**src/rst_pkg.sv**
```systemverilog
// Constants, register map and bus carrier for the reset and stop recovery controller
package rst_pkg;
    // Classic Wishbone request from the master
    typedef struct packed {
        logic        cyc;
        logic        stb;
        logic        we;
        logic [3:0]  sel;
        logic [7:0]  adr;
        logic [31:0] dat;
    } wb_req_t;

    typedef enum {ST_RUN, ST_STOP, ST_START, ST_SYS, ST_SMR} seq_state_t;

    // Register byte offsets
    localparam logic [7:0] CAUSE_OFS = 8'h00;
    localparam logic [7:0] PWR_OFS   = 8'h04;
    localparam logic [7:0] DBGC_OFS  = 8'h08;
    localparam logic [7:0] WDC_OFS   = 8'h0C;
    localparam logic [7:0] OSC_OFS   = 8'h10;
    localparam logic [7:0] WAKE_OFS  = 8'h14;

    // Field positions
    localparam int CAUSE_POB  = 7;
    localparam int CAUSE_STOP = 6;
    localparam int CAUSE_WDT  = 5;
    localparam int CAUSE_EXT  = 4;
    localparam int CAUSE_LVD  = 0;
    localparam int PWR_BO_OFF = 4;
    localparam int PWR_IND    = 0;
    localparam int DBGC_REQ   = 0;
    localparam int WDC_POR    = 7;
    localparam int OSC_EN     = 0;
    localparam int OSC_SEL    = 1;

    // Reset values
    localparam logic [7:0] CAUSE_RST = 8'h80;
    localparam logic [7:0] PWR_RST   = 8'h00;
    localparam logic [7:0] OSC_RST   = 8'h03;
    localparam logic [7:0] WAKE_RST  = 8'h00;

    // Timing
    localparam int         CLK_NS       = 50;
    localparam int         IPO_START_NS = 4000;
    localparam int         IPO_START_CYC = (IPO_START_NS + CLK_NS - 1) / CLK_NS;
    localparam logic [6:0] START_LAST   = 7'(IPO_START_CYC - 1);
    localparam logic [6:0] SYS_HOLD_IPO = 7'h44;
    localparam logic [6:0] SMR_HOLD_IPO = 7'h04;
    localparam logic [1:0] IPO_DIV_LAST = 2'h1;
    localparam logic [1:0] PIN_MIN_LOW  = 2'h3;
    localparam logic [15:0] VEC_ADDR    = 16'h0002;

    // Synchroniser lanes
    localparam int          SYNC_W   = 13;
    localparam int          S_RSTPIN = 8;
    localparam int          S_DBGPIN = 9;
    localparam int          S_POR_N  = 10;
    localparam int          S_BOLOW  = 11;
    localparam int          S_LVD    = 12;
    localparam logic [12:0] SYNC_RST = 13'h0700;
endpackage
```
**src/reset_source_and_stop_recovery.sv**
```systemverilog
// Reset source gathering, stop mode recovery sequencer and its register slave
// Notes on behaviour
// Reset pin lows under three clocks ignored
// Four-clock pin low always starts reset; the code ignores a pin trigger during stop mode recovery
// Stay reset while pin low; exit on release
// Pin-caused reset sets external cause flag
// Debugger request resets chip; bit self-clears
// Debugger reset sets watchdog power-on flag
// Power-on holds reset; sets power/brownout flag
// Brownout holds reset, full sequence, sets flag
// Brownout in stop: option and power bit4
// Watchdog timeout: reset if select 1, else interrupt
// Watchdog-initiated reset sets watchdog cause flag
// Reset pin is open-drain reset indicator
// Internal reset drives pin low until delay
// Stop recovery holds CPU four oscillator cycles
// Stop recovery touches only cause, oscillator registers
// Stop recovery enables and selects internal oscillator
// Leaving reset loads vector at 0002h/0003h
// Stop recovery sets stop cause flag
// Watchdog in stop: recovery, then interrupt
// Stop-enabled timer/comparator interrupt causes recovery
// Enabled GPIO level change causes recovery
// Pin or debug low in stop: system reset
// System reset holds 68 oscillator cycles
// Async sources synchronised before combining
`timescale 1ns/1ps
`default_nettype none
module reset_source_and_stop_recovery (
    // Clock and reset
    input  wire logic             core_clk_in,
    input  wire logic             rstn_in,
    // Register bus
    input  wire rst_pkg::wb_req_t wb_in,
    output logic                  wb_ack_out,
    output logic [31:0]           wb_dat_out,
    // Asynchronous sources
    input  wire logic             rst_pin_in,
    output logic                  rst_pin_out,
    output logic                  rst_pin_oe_n_out,
    input  wire logic             debug_pin_in,
    input  wire logic             por_n_in,
    input  wire logic             brownout_detect_in,
    input  wire logic             lvd_in,
    input  wire logic [7:0]       gpio_in,
    // Core-side events and options
    input  wire logic             stop_req_in,
    input  wire logic             watchdog_timer_to_in,
    input  wire logic             timer_stop_irq_in,
    input  wire logic             comp_stop_irq_in,
    input  wire logic             watchdog_reset_select_in,
    input  wire logic             brownout_always_on_in,
    // Reset and clock control outputs
    output logic                  sys_reset_out,
    output logic                  cpu_reset_out,
    output logic                  stop_mode_out,
    output logic                  brownout_active_out,
    output logic                  watchdog_irq_out,
    output logic                  vec_load_out,
    output logic [15:0]           vec_addr_out,
    output logic                  ipo_enable_out,
    output logic                  ipo_select_out
);
    rst_pkg::seq_state_t st_q, st_d;

    logic [rst_pkg::SYNC_W-1:0] sa_q, sb_q, sc_q, ag_q;
    logic [7:0] gpio_prev_q;
    logic [1:0] lo_cnt_q;
    logic [6:0] cnt_q;
    logic [1:0] div_q;
    logic       smr_q, irq_pend_q;
    logic [7:0] cause_q, cause_d, pwr_q, wake_q, osc_q;
    logic       dbg_req_q, wdc_por_q;
    logic       ack_q;
    logic [31:0] rdat_q;

    logic pin_lo, por_hold, bo_hold, ext_trig, gpio_chg, tick, done;
    logic ev_por, ev_ext, ev_dbg, ev_wrst, ev_smr, ev_smr_wdt, ev_smr_gpio;
    logic wr, rd, sys_d;

    function automatic logic hit(input logic [7:0] adr, input logic [7:0] ofs);
        hit = (adr[7:2] == ofs[7:2]);
    endfunction

    // Three-stage synchronisers; a change counts once stages two and three agree
    always_ff @(posedge core_clk_in) begin
        if (!rstn_in) begin
            sa_q <= rst_pkg::SYNC_RST;
            sb_q <= rst_pkg::SYNC_RST;
            sc_q <= rst_pkg::SYNC_RST;
            ag_q <= rst_pkg::SYNC_RST;
        end else begin
            sa_q <= {lvd_in, brownout_detect_in, por_n_in, debug_pin_in, rst_pin_in, gpio_in};
            sb_q <= sa_q;
            sc_q <= sb_q;
            ag_q <= (sb_q & ~(sb_q ^ sc_q)) | (ag_q & (sb_q ^ sc_q));
        end
    end

    assign pin_lo   = !ag_q[rst_pkg::S_RSTPIN];
    assign bo_hold  = ag_q[rst_pkg::S_BOLOW] && brownout_active_out;
    assign por_hold = !ag_q[rst_pkg::S_POR_N] || bo_hold;
    assign gpio_chg = |((ag_q[7:0] ^ gpio_prev_q) & wake_q);

    // Brownout runs in stop only with the option set and power bit 4 clear
    assign brownout_active_out = (st_q != rst_pkg::ST_STOP) ||
                                 (brownout_always_on_in && !pwr_q[rst_pkg::PWR_BO_OFF]);

    // Reset pin low-width filter
    always_ff @(posedge core_clk_in) begin
        if (!rstn_in) begin
            lo_cnt_q    <= 2'h0;
            gpio_prev_q <= 8'h00;
        end else begin
            gpio_prev_q <= ag_q[7:0];
            if (!pin_lo) begin
                lo_cnt_q <= 2'h0;
            end else if (lo_cnt_q != rst_pkg::PIN_MIN_LOW) begin
                lo_cnt_q <= lo_cnt_q + 2'h1;
            end
        end
    end

    // Third consecutive low sample triggers
    assign ext_trig = pin_lo && (lo_cnt_q == 2'h2);

    assign tick = (div_q == rst_pkg::IPO_DIV_LAST);
    assign done = (cnt_q == rst_pkg::SYS_HOLD_IPO);

    // Sequencer next state and trigger decode
    always_comb begin
        st_d        = st_q;
        ev_por      = 1'b0;
        ev_ext      = 1'b0;
        ev_dbg      = 1'b0;
        ev_wrst     = 1'b0;
        ev_smr      = 1'b0;
        ev_smr_wdt  = 1'b0;
        ev_smr_gpio = 1'b0;
        unique case (st_q)
            rst_pkg::ST_RUN: begin
                if (por_hold) begin
                    ev_por = 1'b1;
                end else if (ext_trig) begin
                    ev_ext = 1'b1;
                end else if (dbg_req_q) begin
                    ev_dbg = 1'b1;
                end else if (watchdog_timer_to_in && watchdog_reset_select_in) begin
                    ev_wrst = 1'b1;
                end else if (stop_req_in) begin
                    st_d = rst_pkg::ST_STOP;
                end
            end
            rst_pkg::ST_STOP: begin
                if (por_hold) begin
                    ev_por = 1'b1;
                end else if (ext_trig || !ag_q[rst_pkg::S_DBGPIN]) begin
                    ev_ext = ext_trig;
                    ev_dbg = !ext_trig;
                end else if (watchdog_timer_to_in) begin
                    ev_smr_wdt = 1'b1;
                end else if (timer_stop_irq_in || comp_stop_irq_in) begin
                    ev_smr = 1'b1;
                end else if (gpio_chg) begin
                    ev_smr_gpio = 1'b1;
                end
            end
            rst_pkg::ST_START: begin
                if (por_hold) begin
                    st_d = rst_pkg::ST_SYS;
                end else if (cnt_q == rst_pkg::START_LAST) begin
                    st_d = smr_q ? rst_pkg::ST_SMR : rst_pkg::ST_SYS;
                end
            end
            rst_pkg::ST_SYS: begin
                if (done && !pin_lo && !por_hold) begin
                    st_d = rst_pkg::ST_RUN;
                end
            end
            rst_pkg::ST_SMR: begin
                if (tick && cnt_q == rst_pkg::SMR_HOLD_IPO - 7'h1) begin
                    st_d = rst_pkg::ST_RUN;
                end
            end
        endcase
        if (ev_por || ev_ext || ev_dbg || ev_wrst || ev_smr || ev_smr_wdt || ev_smr_gpio) begin
            st_d = rst_pkg::ST_START;
        end
    end

    assign sys_d = (st_d == rst_pkg::ST_SYS) ||
                   (st_d == rst_pkg::ST_START && !(ev_smr || ev_smr_wdt || ev_smr_gpio) &&
                    !(st_q == rst_pkg::ST_START && smr_q));

    // Sequencer state, type flag and oscillator-cycle counting
    always_ff @(posedge core_clk_in) begin
        if (!rstn_in) begin
            st_q  <= rst_pkg::ST_START;
            smr_q <= 1'b0;
            cnt_q <= 7'h00;
            div_q <= 2'h0;
        end else begin
            st_q <= st_d;
            if (st_q != rst_pkg::ST_START) begin
                smr_q <= ev_smr || ev_smr_wdt || ev_smr_gpio;
            end
            if (st_d != st_q) begin
                cnt_q <= 7'h00;
                div_q <= 2'h0;
            end else if (st_q == rst_pkg::ST_START) begin
                cnt_q <= cnt_q + 7'h01;
            end else if (st_q == rst_pkg::ST_SYS && por_hold) begin
                cnt_q <= 7'h00;
                div_q <= 2'h0;
            end else begin
                div_q <= tick ? 2'h0 : div_q + 2'h1;
                if (tick && !done) begin
                    cnt_q <= cnt_q + 7'h01;
                end
            end
        end
    end

    // Reset outputs and open-drain indicator
    always_ff @(posedge core_clk_in) begin
        if (!rstn_in) begin
            sys_reset_out    <= 1'b1;
            cpu_reset_out    <= 1'b1;
            stop_mode_out    <= 1'b0;
            rst_pin_oe_n_out <= 1'b0;
            vec_load_out     <= 1'b0;
        end else begin
            sys_reset_out <= sys_d;
            cpu_reset_out <= (st_d != rst_pkg::ST_RUN) && (st_d != rst_pkg::ST_STOP);
            stop_mode_out <= (st_d == rst_pkg::ST_STOP);
            // Drive low through the delay, then release so the pin can rise
            rst_pin_oe_n_out <= !((sys_d && !(st_d == rst_pkg::ST_SYS && st_q == rst_pkg::ST_SYS &&
                                              done && !por_hold)) ||
                                  (pwr_q[rst_pkg::PWR_IND] && st_d == rst_pkg::ST_SMR));
            vec_load_out <= (st_d == rst_pkg::ST_RUN) &&
                            (st_q == rst_pkg::ST_SYS || st_q == rst_pkg::ST_SMR);
        end
    end

    assign rst_pin_out  = 1'b0;
    assign vec_addr_out = rst_pkg::VEC_ADDR;

    // Watchdog interrupt: immediate in run, deferred past recovery in stop
    always_ff @(posedge core_clk_in) begin
        if (!rstn_in) begin
            watchdog_irq_out <= 1'b0;
            irq_pend_q       <= 1'b0;
        end else begin
            watchdog_irq_out <= 1'b0;
            if (st_q == rst_pkg::ST_RUN && watchdog_timer_to_in &&
                !watchdog_reset_select_in && !por_hold && !ext_trig && !dbg_req_q) begin
                watchdog_irq_out <= 1'b1;
            end
            if (ev_smr_wdt && !watchdog_reset_select_in) begin
                irq_pend_q <= 1'b1;
            end else if (sys_d) begin
                irq_pend_q <= 1'b0;
            end else if (irq_pend_q && st_q == rst_pkg::ST_SMR && st_d == rst_pkg::ST_RUN) begin
                irq_pend_q       <= 1'b0;
                watchdog_irq_out <= 1'b1;
            end
        end
    end

    // Bus decode
    assign wr = wb_in.cyc && wb_in.stb && wb_in.we && !ack_q && wb_in.sel[0];
    assign rd = wb_in.cyc && wb_in.stb && !wb_in.we && !ack_q;

    // Cause flags; event sets win over the read clear
    always_comb begin
        cause_d = cause_q;
        if (rd && hit(wb_in.adr, rst_pkg::CAUSE_OFS)) begin
            cause_d[7:4] = 4'h0;
        end
        if (ev_por) begin
            cause_d[7:4] = 4'h8;
        end
        if (ev_ext) begin
            cause_d[rst_pkg::CAUSE_EXT] = 1'b1;
        end
        if (ev_wrst) begin
            cause_d[rst_pkg::CAUSE_POB]  = 1'b0;
            cause_d[rst_pkg::CAUSE_STOP] = 1'b0;
            cause_d[rst_pkg::CAUSE_WDT]  = 1'b1;
        end
        if (ev_smr || ev_smr_wdt || ev_smr_gpio) begin
            cause_d[rst_pkg::CAUSE_POB]  = 1'b0;
            cause_d[rst_pkg::CAUSE_STOP] = 1'b1;
        end
        if (ev_smr_wdt) begin
            cause_d[rst_pkg::CAUSE_WDT] = 1'b1;
        end
        if (ev_smr_gpio) begin
            cause_d[rst_pkg::CAUSE_WDT] = 1'b0;
            cause_d[rst_pkg::CAUSE_EXT] = 1'b0;
        end
        cause_d[3:1]               = 3'h0;
        cause_d[rst_pkg::CAUSE_LVD] = ag_q[rst_pkg::S_LVD];
    end

    always_ff @(posedge core_clk_in) begin
        if (!rstn_in) begin
            cause_q <= rst_pkg::CAUSE_RST;
        end else begin
            cause_q <= cause_d;
        end
    end

    // Registers cleared by system reset only; recovery leaves them alone
    always_ff @(posedge core_clk_in) begin
        if (!rstn_in || sys_reset_out) begin
            pwr_q  <= rst_pkg::PWR_RST;
            wake_q <= rst_pkg::WAKE_RST;
        end else if (wr && hit(wb_in.adr, rst_pkg::PWR_OFS)) begin
            pwr_q <= wb_in.dat[7:0];
        end else if (wr && hit(wb_in.adr, rst_pkg::WAKE_OFS)) begin
            wake_q <= wb_in.dat[7:0];
        end
    end

    // Oscillator control: recovery forces the internal oscillator on and selected
    always_ff @(posedge core_clk_in) begin
        if (!rstn_in || sys_reset_out || st_q == rst_pkg::ST_SMR) begin
            osc_q <= rst_pkg::OSC_RST;
        end else if (wr && hit(wb_in.adr, rst_pkg::OSC_OFS)) begin
            osc_q <= wb_in.dat[7:0];
        end
    end

    assign ipo_enable_out = osc_q[rst_pkg::OSC_EN];
    assign ipo_select_out = osc_q[rst_pkg::OSC_SEL];

    // Debugger request clears on any system reset; the power-on flag survives system reset
    always_ff @(posedge core_clk_in) begin
        if (!rstn_in) begin
            dbg_req_q <= 1'b0;
            wdc_por_q <= 1'b0;
        end else begin
            if (sys_reset_out) begin
                dbg_req_q <= 1'b0;
            end else if (wr && hit(wb_in.adr, rst_pkg::DBGC_OFS)) begin
                dbg_req_q <= wb_in.dat[rst_pkg::DBGC_REQ];
            end
            if (ev_dbg || ev_por) begin
                wdc_por_q <= 1'b1;
            end else if (wr && hit(wb_in.adr, rst_pkg::WDC_OFS) && wb_in.dat[rst_pkg::WDC_POR]) begin
                wdc_por_q <= 1'b0;
            end
        end
    end

    // Wishbone answer: one wait state, unmapped reads return zero
    always_ff @(posedge core_clk_in) begin
        if (!rstn_in) begin
            ack_q  <= 1'b0;
            rdat_q <= 32'h00000000;
        end else begin
            ack_q  <= wb_in.cyc && wb_in.stb && !ack_q;
            rdat_q <= 32'h00000000;
            if (rd) begin
                unique case (1'b1)
                    hit(wb_in.adr, rst_pkg::CAUSE_OFS): rdat_q[7:0] <= cause_q;
                    hit(wb_in.adr, rst_pkg::PWR_OFS):   rdat_q[7:0] <= pwr_q;
                    hit(wb_in.adr, rst_pkg::DBGC_OFS):  rdat_q[0]   <= dbg_req_q;
                    hit(wb_in.adr, rst_pkg::WDC_OFS):   rdat_q[7]   <= wdc_por_q;
                    hit(wb_in.adr, rst_pkg::OSC_OFS):   rdat_q[7:0] <= osc_q;
                    hit(wb_in.adr, rst_pkg::WAKE_OFS):  rdat_q[7:0] <= wake_q;
                    default:                           rdat_q      <= 32'h00000000;
                endcase
            end
        end
    end

    assign wb_ack_out = ack_q;
    assign wb_dat_out = rdat_q;

    AST_SHORT_PULSE: assert property (@(posedge core_clk_in) disable iff (!rstn_in)
        ext_trig |-> pin_lo && $past(pin_lo) && $past(pin_lo, 2))
        else $error("pin trigger without three low samples");
    AST_FOUR_CLK: assert property (@(posedge core_clk_in) disable iff (!rstn_in)
        (st_q == rst_pkg::ST_RUN && !por_hold && ext_trig) |=> st_q == rst_pkg::ST_START && sys_reset_out)
        else $error("agreed low pin did not start system reset");
    AST_HOLD_PIN: assert property (@(posedge core_clk_in) disable iff (!rstn_in)
        (st_q == rst_pkg::ST_SYS && pin_lo) |=> st_q == rst_pkg::ST_SYS)
        else $error("left reset while pin low");
    AST_EXT_FLAG: assert property (@(posedge core_clk_in) disable iff (!rstn_in)
        ev_ext |=> cause_q[rst_pkg::CAUSE_EXT])
        else $error("external cause flag not set");
    AST_DBG_RST: assert property (@(posedge core_clk_in) disable iff (!rstn_in)
        ev_dbg |=> ##[1:2] !dbg_req_q && sys_reset_out)
        else $error("debugger request did not reset and clear");
    AST_WDC_POR: assert property (@(posedge core_clk_in) disable iff (!rstn_in)
        ev_dbg |=> wdc_por_q)
        else $error("power-on flag not set after debugger reset");
    AST_WDT_IRQ: assert property (@(posedge core_clk_in) disable iff (!rstn_in)
        (st_q == rst_pkg::ST_RUN && watchdog_timer_to_in && !watchdog_reset_select_in && !por_hold &&
         !ext_trig && !dbg_req_q) |=> watchdog_irq_out && !sys_reset_out)
        else $error("watchdog interrupt mode misbehaved");
    AST_PIN_DRIVE: assert property (@(posedge core_clk_in) disable iff (!rstn_in)
        (st_q == rst_pkg::ST_SYS && !done) |-> !rst_pin_oe_n_out)
        else $error("reset pin not driven during delay");
    AST_SMR_LEN: assert property (@(posedge core_clk_in) disable iff (!rstn_in)
        $rose(st_q == rst_pkg::ST_SMR) |-> (st_q == rst_pkg::ST_SMR)[*8] ##1 st_q == rst_pkg::ST_RUN)
        else $error("recovery hold not four oscillator cycles");
    AST_OSC_SMR: assert property (@(posedge core_clk_in) disable iff (!rstn_in)
        $fell(st_q == rst_pkg::ST_SMR) |-> ipo_enable_out && ipo_select_out)
        else $error("oscillator not restored after recovery");
    AST_STOP_FLAG: assert property (@(posedge core_clk_in) disable iff (!rstn_in)
        (ev_smr || ev_smr_gpio || ev_smr_wdt) |=> cause_q[rst_pkg::CAUSE_STOP] && !cause_q[rst_pkg::CAUSE_POB])
        else $error("stop cause flag not set");
endmodule
`default_nettype wire

```
**config.mk**
```make
export PLATFORM = sky130hd
export DESIGN_NAME = reset_source_and_stop_recovery
export DESIGN_NICKNAME = d
export VERILOG_FILES = /design/src/rst_pkg.sv /design/src/reset_source_and_stop_recovery.sv
export SDC_FILE = /design/constraint.sdc
export NUM_CORES = 1
export LEC_CHECK = 0
export ABC_AREA = 1
export BUFFER_PORTS_ARGS = -buffer_cell sky130_fd_sc_hd__buf_2
export CAP_MARGIN = 20
export CORE_UTILIZATION = 30
export DETAILED_ROUTE_END_ITERATION = 10
export PLACE_DENSITY = 0.45
export SYNTH_ARGS = -nofsm -noshare
export SYNTH_HDL_FRONTEND = slang
export SYNTH_SLANG_ARGS = --single-unit
```
**constraint.sdc**
```tcl
create_clock -name core_clk_in -period 4.1 [get_ports core_clk_in]
set_input_delay 0.41 -clock core_clk_in [delete_from_list [all_inputs] [get_ports core_clk_in]]
set_output_delay 0.41 -clock core_clk_in [all_outputs]
set_load 0.01 [all_outputs]
```
==> results.toml, run 1 <==
[detailed_routing]
drc = 0
routedWlPerCell_um = 11.4
routed_wl_um = 13700
post_drt_via_cell_ratio = 4.14
drtAntennaViolNets = 0
vias = 5004
firstDrtPassIters = 5
dr.first_iter.drc_count = 296

[clocking]
cts_tree = "built"
holdBufCountCts = 0
clk_latency_ns = 0.42
post_cts_buffers = 0
root_buffer = "clkbuf_16"
cts.clk_slew.worst_paths_ns = 0.06
cts-htree-levels = 4
cts_buffers = 17
clock-sinks = 151
clk_path_buf_depth = 2
cts_resized = 0

[cells_and_area]
postLayoutCoreUtil = 0.357
drive_above_1_share = 0.167
fillCellCount = 2296
nets = 993
antenna_cells = 0
area_delta_synth_final_pct = 15.8
sequential_cell_area_um2 = 3020
multi_input_area_um2 = 2680

[global_route]
antenna_found_initial = 0
overflow = 0
grtUsageTotal = 0.131
grt_max_degree = 80
grt_pass1_vias = 4669
grt_pass1_wl_um = 22800

[logic_synthesis]
ys_ff_latch = 151
synthesis.area_um2 = 6540
synth.most_common_cell = "nand2_1"
ys_async_sr_fraction = 0
synth_commonest_cells = "nand2_1 (168), dfxtp_1 (151), inv_1 (146)"
synth_top_cell_by_area = "dfxtp_1"
synthCells = 859
ys_top_cells_by_area = "dfxtp_1 (46%), nand2_1 (9.6%), inv_1 (8.4%)"
synth_cell_types = 51
synth_top_cell_area_share = 0.462
syn_avg_cell_area_um2 = 7.61
ys.warnings.count = 0
synth_edf_count = 0
ys_seq_area_frac = 0.462
ys.flop_type = "dfxtp_1"

[timing]
finClkSkew_ns = 0.00959
fin_crit_sh = 0.631
worst_pin_slew_ns = 0.847
rsz0062_at_grt = "false"
timing.fmax_mhz = 386
max_slew_margin = 0.433
finalSetupViolations = 0
min_period_ns = 2.59
hold_viol_final = 0
tns_ns = 0
drv_slew = 0

[floorplanning]
io_pins = 127
core.rowCount = 53
coreArea_um2 = 21200
die_x_um = 150
die_h_um = 150
start_util = 0.308
dieArea_um2 = 22400

[worst_setup_path]
ff2ff_setup_slack_ns = 1.51
cp_common_cell = "nor2_1"
end_kind = "register"
reg2regPathDepth = 17
cpMaxStageDelayCell = "nor3_1"
critPathKind = "reg -> reg"
crit_chain = "nor2_1, nand2_1, nor2_1, nand3_1, buf_4, nor2_1, o21ai_1, nand2_2, nand3_1, nand2_1, inv_1, nor3_1, nand3_2, nand2_2, nor2_1, nor2_1, nor2_1"
start_kind = "register"
timing.critical_path.buf_inv = 2
rr_endpoint = "irq_pend_q$_SDFFE_PN0P_"
crit_arrival_ns = 2.89
cp_max_fo = 11
max_stage_delay_ns = 0.32
path_delay_family = "simple AND/OR/NAND/NOR gates"
timing.rr.start = "st_q[26]$_SDFF_PN0_"
worstPathRequired_ns = 4.40

[min_path]
hold_path_depth = 3
min_path_type = "in -> reg"
hp-start = "gpio_in[0]"
hold_end = "sa_q[0]$_SDFF_PN0_"

[job]
max-cap-violations = 0

[power]
p_per_area_nw_per_um2 = 502
p_leak_nw = 3.72
ir_worst_vdd_mv = 0.251

[place]
hpwl_um = 10100
gp_congestion = 0.870
portBuffers = 56

[outcome]
status = "finished, final reports clean"
-- report_power, final --
| part | internal [mW] | switching, mW | total [mW] |
|---|---|---|---|
| registers | 1.52 | 0.0401 | 1.56 |
| logic | 0.205 | 0.401 | 0.606 |
| clock network | 0.982 | 0.647 | 1.63 |
| total | 2.71 | 1.09 | 3.80 |
-- registers in the layout, summed over array words and instances (netlist names), 13 cells and up, named ones only --
| signal | cells |
|---|---|
| sb_q | 13 |
| sc_q | 13 |
| sa_q | 13 |
| st_q | 32 |
-- cell usage in the layout, fill, tap and decap left out, drive strengths merged, types with 2 or more instances in the layout --
cell type and instances:
a211oi 9, a21oi 49, a221oi 2, a22oi 2, a41oi 3, buf 62
bufinv 3, clkbuf 19, clkinv 3, clkinvlp 4, conb 41, dfxtp 151
ha 4, inv 159, nand2 179, nand3 36, nand3b 3, nand4 10
nor2 106, nor3 17, nor3b 2, nor4 4, o211ai 3, o21ai 35
o221ai 3, o22ai 3, or2 11, xor2 3
-- layer usage --
metal  global-route usage  share of wire  vias up  routed length, um
li1                     -              -     2719                  -
met4               0.0586          0.021        0                293
met3               0.0290          0.039       19                531
met1                0.178           0.52     2160               7200
met5                    0              0        -                  0
met2                0.198           0.42      106               5720
-- kinds of logic (layout without fill, tap and decap cells) --
kind of cell	after synthesis	count (layout)	share of synthesized area
flops	151	151	0.462
xor+xnor	4	4	0.00536
buf+inv	215	250	0.150
fa+ha+maj	4	4	0.00765
simple gates	370	370	0.271
other cells	2	41	0.00115
compound gates	113	113	0.103
-- worst max-delay path by stage --
stage,start,endpoint,slack (ns),depth (start not counted)
after floorplan,st_q[7]$_SDFF_PN0_,irq_pend_q$_SDFFE_PN0P_,2.10,18
after global placement,st_q[26]$_SDFF_PN0_,irq_pend_q$_SDFFE_PN0P_,1.52,17
after detailed placement,st_q[26]$_SDFF_PN0_,irq_pend_q$_SDFFE_PN0P_,1.55,17
after CTS,st_q[26]$_SDFF_PN0_,irq_pend_q$_SDFFE_PN0P_,1.53,17
after global routing,st_q[26]$_SDFF_PN0_,irq_pend_q$_SDFFE_PN0P_,1.25,17
final,st_q[26]$_SDFF_PN0_,irq_pend_q$_SDFFE_PN0P_,1.51,17
-- cell type report --
| class | instances | area share |
|---|---|---|
| Sequential cell | 151 | 0.399 |
| Multi-Input combinational cell | 532 | 0.354 |
| Inverter | 157 | 0.0780 |
| Clock buffer | 19 | 0.0585 |
| Tap cell | 275 | 0.0454 |
| Timing Repair Buffer | 62 | 0.0429 |
| Clock inverter | 12 | 0.0223 |
-- metrics by stage --
stage / setup WS [ns] / hold slack, ns / cells / area (um2) / total power, mW
5_1_grt: 1.25 / 0.161 / 1208 / 7580 / 3.99
2_1_floorplan: 2.10 / 0.390 / 898 / 6690 / 2.08
4_1_cts: 1.53 / 0.145 / 1208 / 7580 / 3.85
6_report: 1.51 / 0.167 / 1208 / 7580 / 3.80
3_3_place_gp: 1.52 / 0.396 / 1177 / 6960 / 2.21
3_5_place_dp: 1.55 / 0.397 / 1177 / 6960 / 2.20
-- worst reg2reg max path: stages (launching register included) --
cell	delay [ns]
dfxtp_1	0.31
nor2_1	0.15
nand2_1	0.07
nor2_1	0.09
nand3_1	0.08
buf_4	0.20
nor2_1	0.26
o21ai_1	0.19
nand2_2	0.13
nand3_1	0.08
nand2_1	0.10
inv_1	0.07
nor3_1	0.32
nand3_2	0.18
nand2_2	0.08
nor2_1	0.04
nor2_1	0.08
nor2_1	0.04
No activity file was read; power rests on OpenSTA's default activity.
==> inputs of run 2 (changes only) <==
--- a/config.mk
+++ b/config.mk
@@ -5,7 +5,7 @@
 export SDC_FILE = /design/constraint.sdc
 export NUM_CORES = 1
 export LEC_CHECK = 0
-export ABC_AREA = 1
+export ABC_AREA = 0
 export BUFFER_PORTS_ARGS = -buffer_cell sky130_fd_sc_hd__buf_2
 export CAP_MARGIN = 20
 export CORE_UTILIZATION = 30
==> constraint.sdc (replaced) <==
create_clock -name core_clk_in -period 2.52 [get_ports core_clk_in]
set_input_delay 0.252 -clock core_clk_in [delete_from_list [all_inputs] [get_ports core_clk_in]]
set_output_delay 0.252 -clock core_clk_in [all_outputs]
set_load 0.01 [all_outputs]
==> run 2 against run 1 <==
  * Global-route usage increased by 0.57 points
  * Worst hold slack worse by 0.14 ns
  * First-iteration DRC count grew 13%
  * Non-clock buffer count is 47 higher
  * Routed wire length rose by 1.3%
  * Clock skew fell by 0.0030 ns
  * Clock power grew 48%
  * Combinational power up 53%
  * Core utilization is 1.9 points higher
==> results.toml, run 2 <==
[timing]
rsz0062_at_grt = "true"
finalSetupViolations = 0
fin_crit_sh = 0.995
hold_viol_final = 0
max_slew_margin = 0.556
timing.hold.ws_ns = 0.0225
timing.fmax_mhz = 399
drv_slew = 0
min_period_ns = 2.51
worst_pin_slew_ns = 0.667
finClkSkew_ns = 0.00663

[floorplanning]
die_x_um = 146
io_pins = 127
coreArea_um2 = 20300
core.rowCount = 52
die_h_um = 146
start_util = 0.307
dieArea_um2 = 21300

[worst_setup_path]
timing.critical_path.buf_inv = 0
critPathKind = "reg -> reg"
cpMaxStageDelayCell = "o41a_1"
end_kind = "register"
crit_arrival_ns = 2.87
start_kind = "register"
max_stage_delay_ns = 0.41
path_delay_family = "simple AND/OR/NAND/NOR gates"
worstPathRequired_ns = 2.88
cp_max_fo = 2
crit_chain = "nor4_4, nand4_4, o41a_1, a41o_1, or2_4, or4_4, and4bb_1"

[cells_and_area]
area_delta_synth_final_pct = 22.5
largest_register_ffs = 32
top_register = "st_q"
sequential_cell_area_um2 = 3030
final_common_cell = "dfxtp_1"
drive_above_1_share = 0.231
nets = 824
fillCellCount = 2069
multi_input_area_um2 = 2970
postLayoutCoreUtil = 0.376
final_cell_mix = "dfxtp_1 (146), and2_1 (73), buf_2 (56)"
antenna_cells = 0

[clocking]
cts_tree = "built"
clock-sinks = 151
clk_latency_ns = 0.42
cts.clk_slew.worst_paths_ns = 0.06
cts-htree-levels = 4
root_buffer = "clkbuf_16"
clk_path_buf_depth = 2
cts_buffers = 17

[detailed_routing]
firstDrtPassIters = 4
routed_wl_um = 13900
vias = 4710
drc = 0
drtAntennaViolNets = 0
routedWlPerCell_um = 13.4
dr.first_iter.drc_count = 335
post_drt_via_cell_ratio = 4.55

[logic_synthesis]
ys.warnings.count = 0
ys_top_cells_by_area = "dfxtp_1 (49%), and2_1 (7.3%), buf_4 (4.9%)"
synthesis.area_um2 = 6230
synthCells = 657
synth.most_common_cell = "dfxtp_1"
synth_top_cell_by_area = "dfxtp_1"
synth_top_cell_area_share = 0.485
ys_async_sr_fraction = 0
synth_cell_types = 65
synth_commonest_cells = "dfxtp_1 (151), and2_1 (73), nand2_1 (55)"
ys_seq_area_frac = 0.485
syn_avg_cell_area_um2 = 9.48
ys_ff_latch = 151
ys.flop_type = "dfxtp_1"
synth_edf_count = 0

[global_route]
grt_max_degree = 80
overflow = 0
grtUsageTotal = 0.137
grt_pass1_vias = 4426
antenna_found_initial = 0
grt_pass1_wl_um = 23100

[job]
max-cap-violations = 0

[min_path]
min_path_type = "in -> reg"

[place]
portBuffers = 56
hpwl_um = 10000
gp_congestion = 0.802

[power]
ir_worst_vdd_mv = 0.381
p_per_area_nw_per_um2 = 771
p_leak_nw = 3.15

[outcome]
status = "finished, final reports clean"
## run 2: kinds of logic (layout without fill, tap and decap cells)
| kind of cell | count (synthesis) | in the layout | synth area share |
|---|---|---|---|
| and+or+nand+nor | 281 | 281 | 0.268 |
| DFF | 151 | 151 | 0.485 |
| AOI/OAI and AO/OA | 101 | 101 | 0.106 |
| buffers and inverters | 80 | 149 | 0.0737 |
| muxes | 23 | 23 | 0.0370 |
| xor gates and xnor gates | 15 | 15 | 0.0211 |
| adders and majority gates | 4 | 4 | 0.00804 |
| other | 2 | 41 | 0.00121 |
## run 2: stage by stage
stage / std cells / setup slack, ns / TNS (ns) / power [mW] / cell area [um2]
floorplan: 696 / 0.0914 / 0 / 3.15 / 6370
global placement: 1000 / 0.00717 / 0 / 3.48 / 6950
detailed placement: 1000 / -0.0232 / -0.0232 / 3.48 / 6950
CTS: 1034 / 0.00774 / 0 / 5.92 / 7550
global route: 1035 / -0.0993 / -0.163 / 6.17 / 7630
finish: 1035 / 0.0135 / 0 / 5.88 / 7630
## run 2: cell type report
class,instances,area share
Multi-Input combinational cell,465,0.389
Inverter,8,0.00394
Sequential cell,151,0.397
Clock inverter,13,0.0149
Clock buffer,19,0.0594
Tap cell,270,0.0443
Timing Repair Buffer,109,0.0912
## run 2: report_power, final
| group | internal, mW | switching, mW |
|---|---|---|
| clock network | 1.34 | 1.07 |
| logic | 0.429 | 0.496 |
| registers | 2.48 | 0.0672 |
| total | 4.25 | 1.63 |
## run 2: per-layer routing
layer,vias up,GRT usage,part of all wire
met1,2164,0.194,0.51
met3,20,0.0297,0.044
met5,-,0,0
li1,2394,-,-
met4,0,0.0568,0.020
met2,132,0.200,0.42
## run 2: final timing paths
path                                          from                      end  slack, ns  cells past startpoint
worst min-delay path                  debug_pin_in       sa_q[9]$_SDFF_PN1_       0.02                      2
worst min register to register  sa_q[9]$_SDFF_PN1_       sb_q[9]$_SDFF_PN1_       0.41                      1
worst max-delay path            st_q[9]$_SDFF_PN0_  vec_load_out$_SDFF_PN0_       0.01                      7
worst max register to register  st_q[9]$_SDFF_PN0_  vec_load_out$_SDFF_PN0_       0.01                      7
## run 2: repair_timing
item,4_1_cts,5_1_grt
endpoints found under the hold margin,2,0
hold buffers,2,0
gates cloned,0,0
pin swaps,3,12
setup buffers,0,1
resized for setup,2,20
setup endpoints to repair,2,14
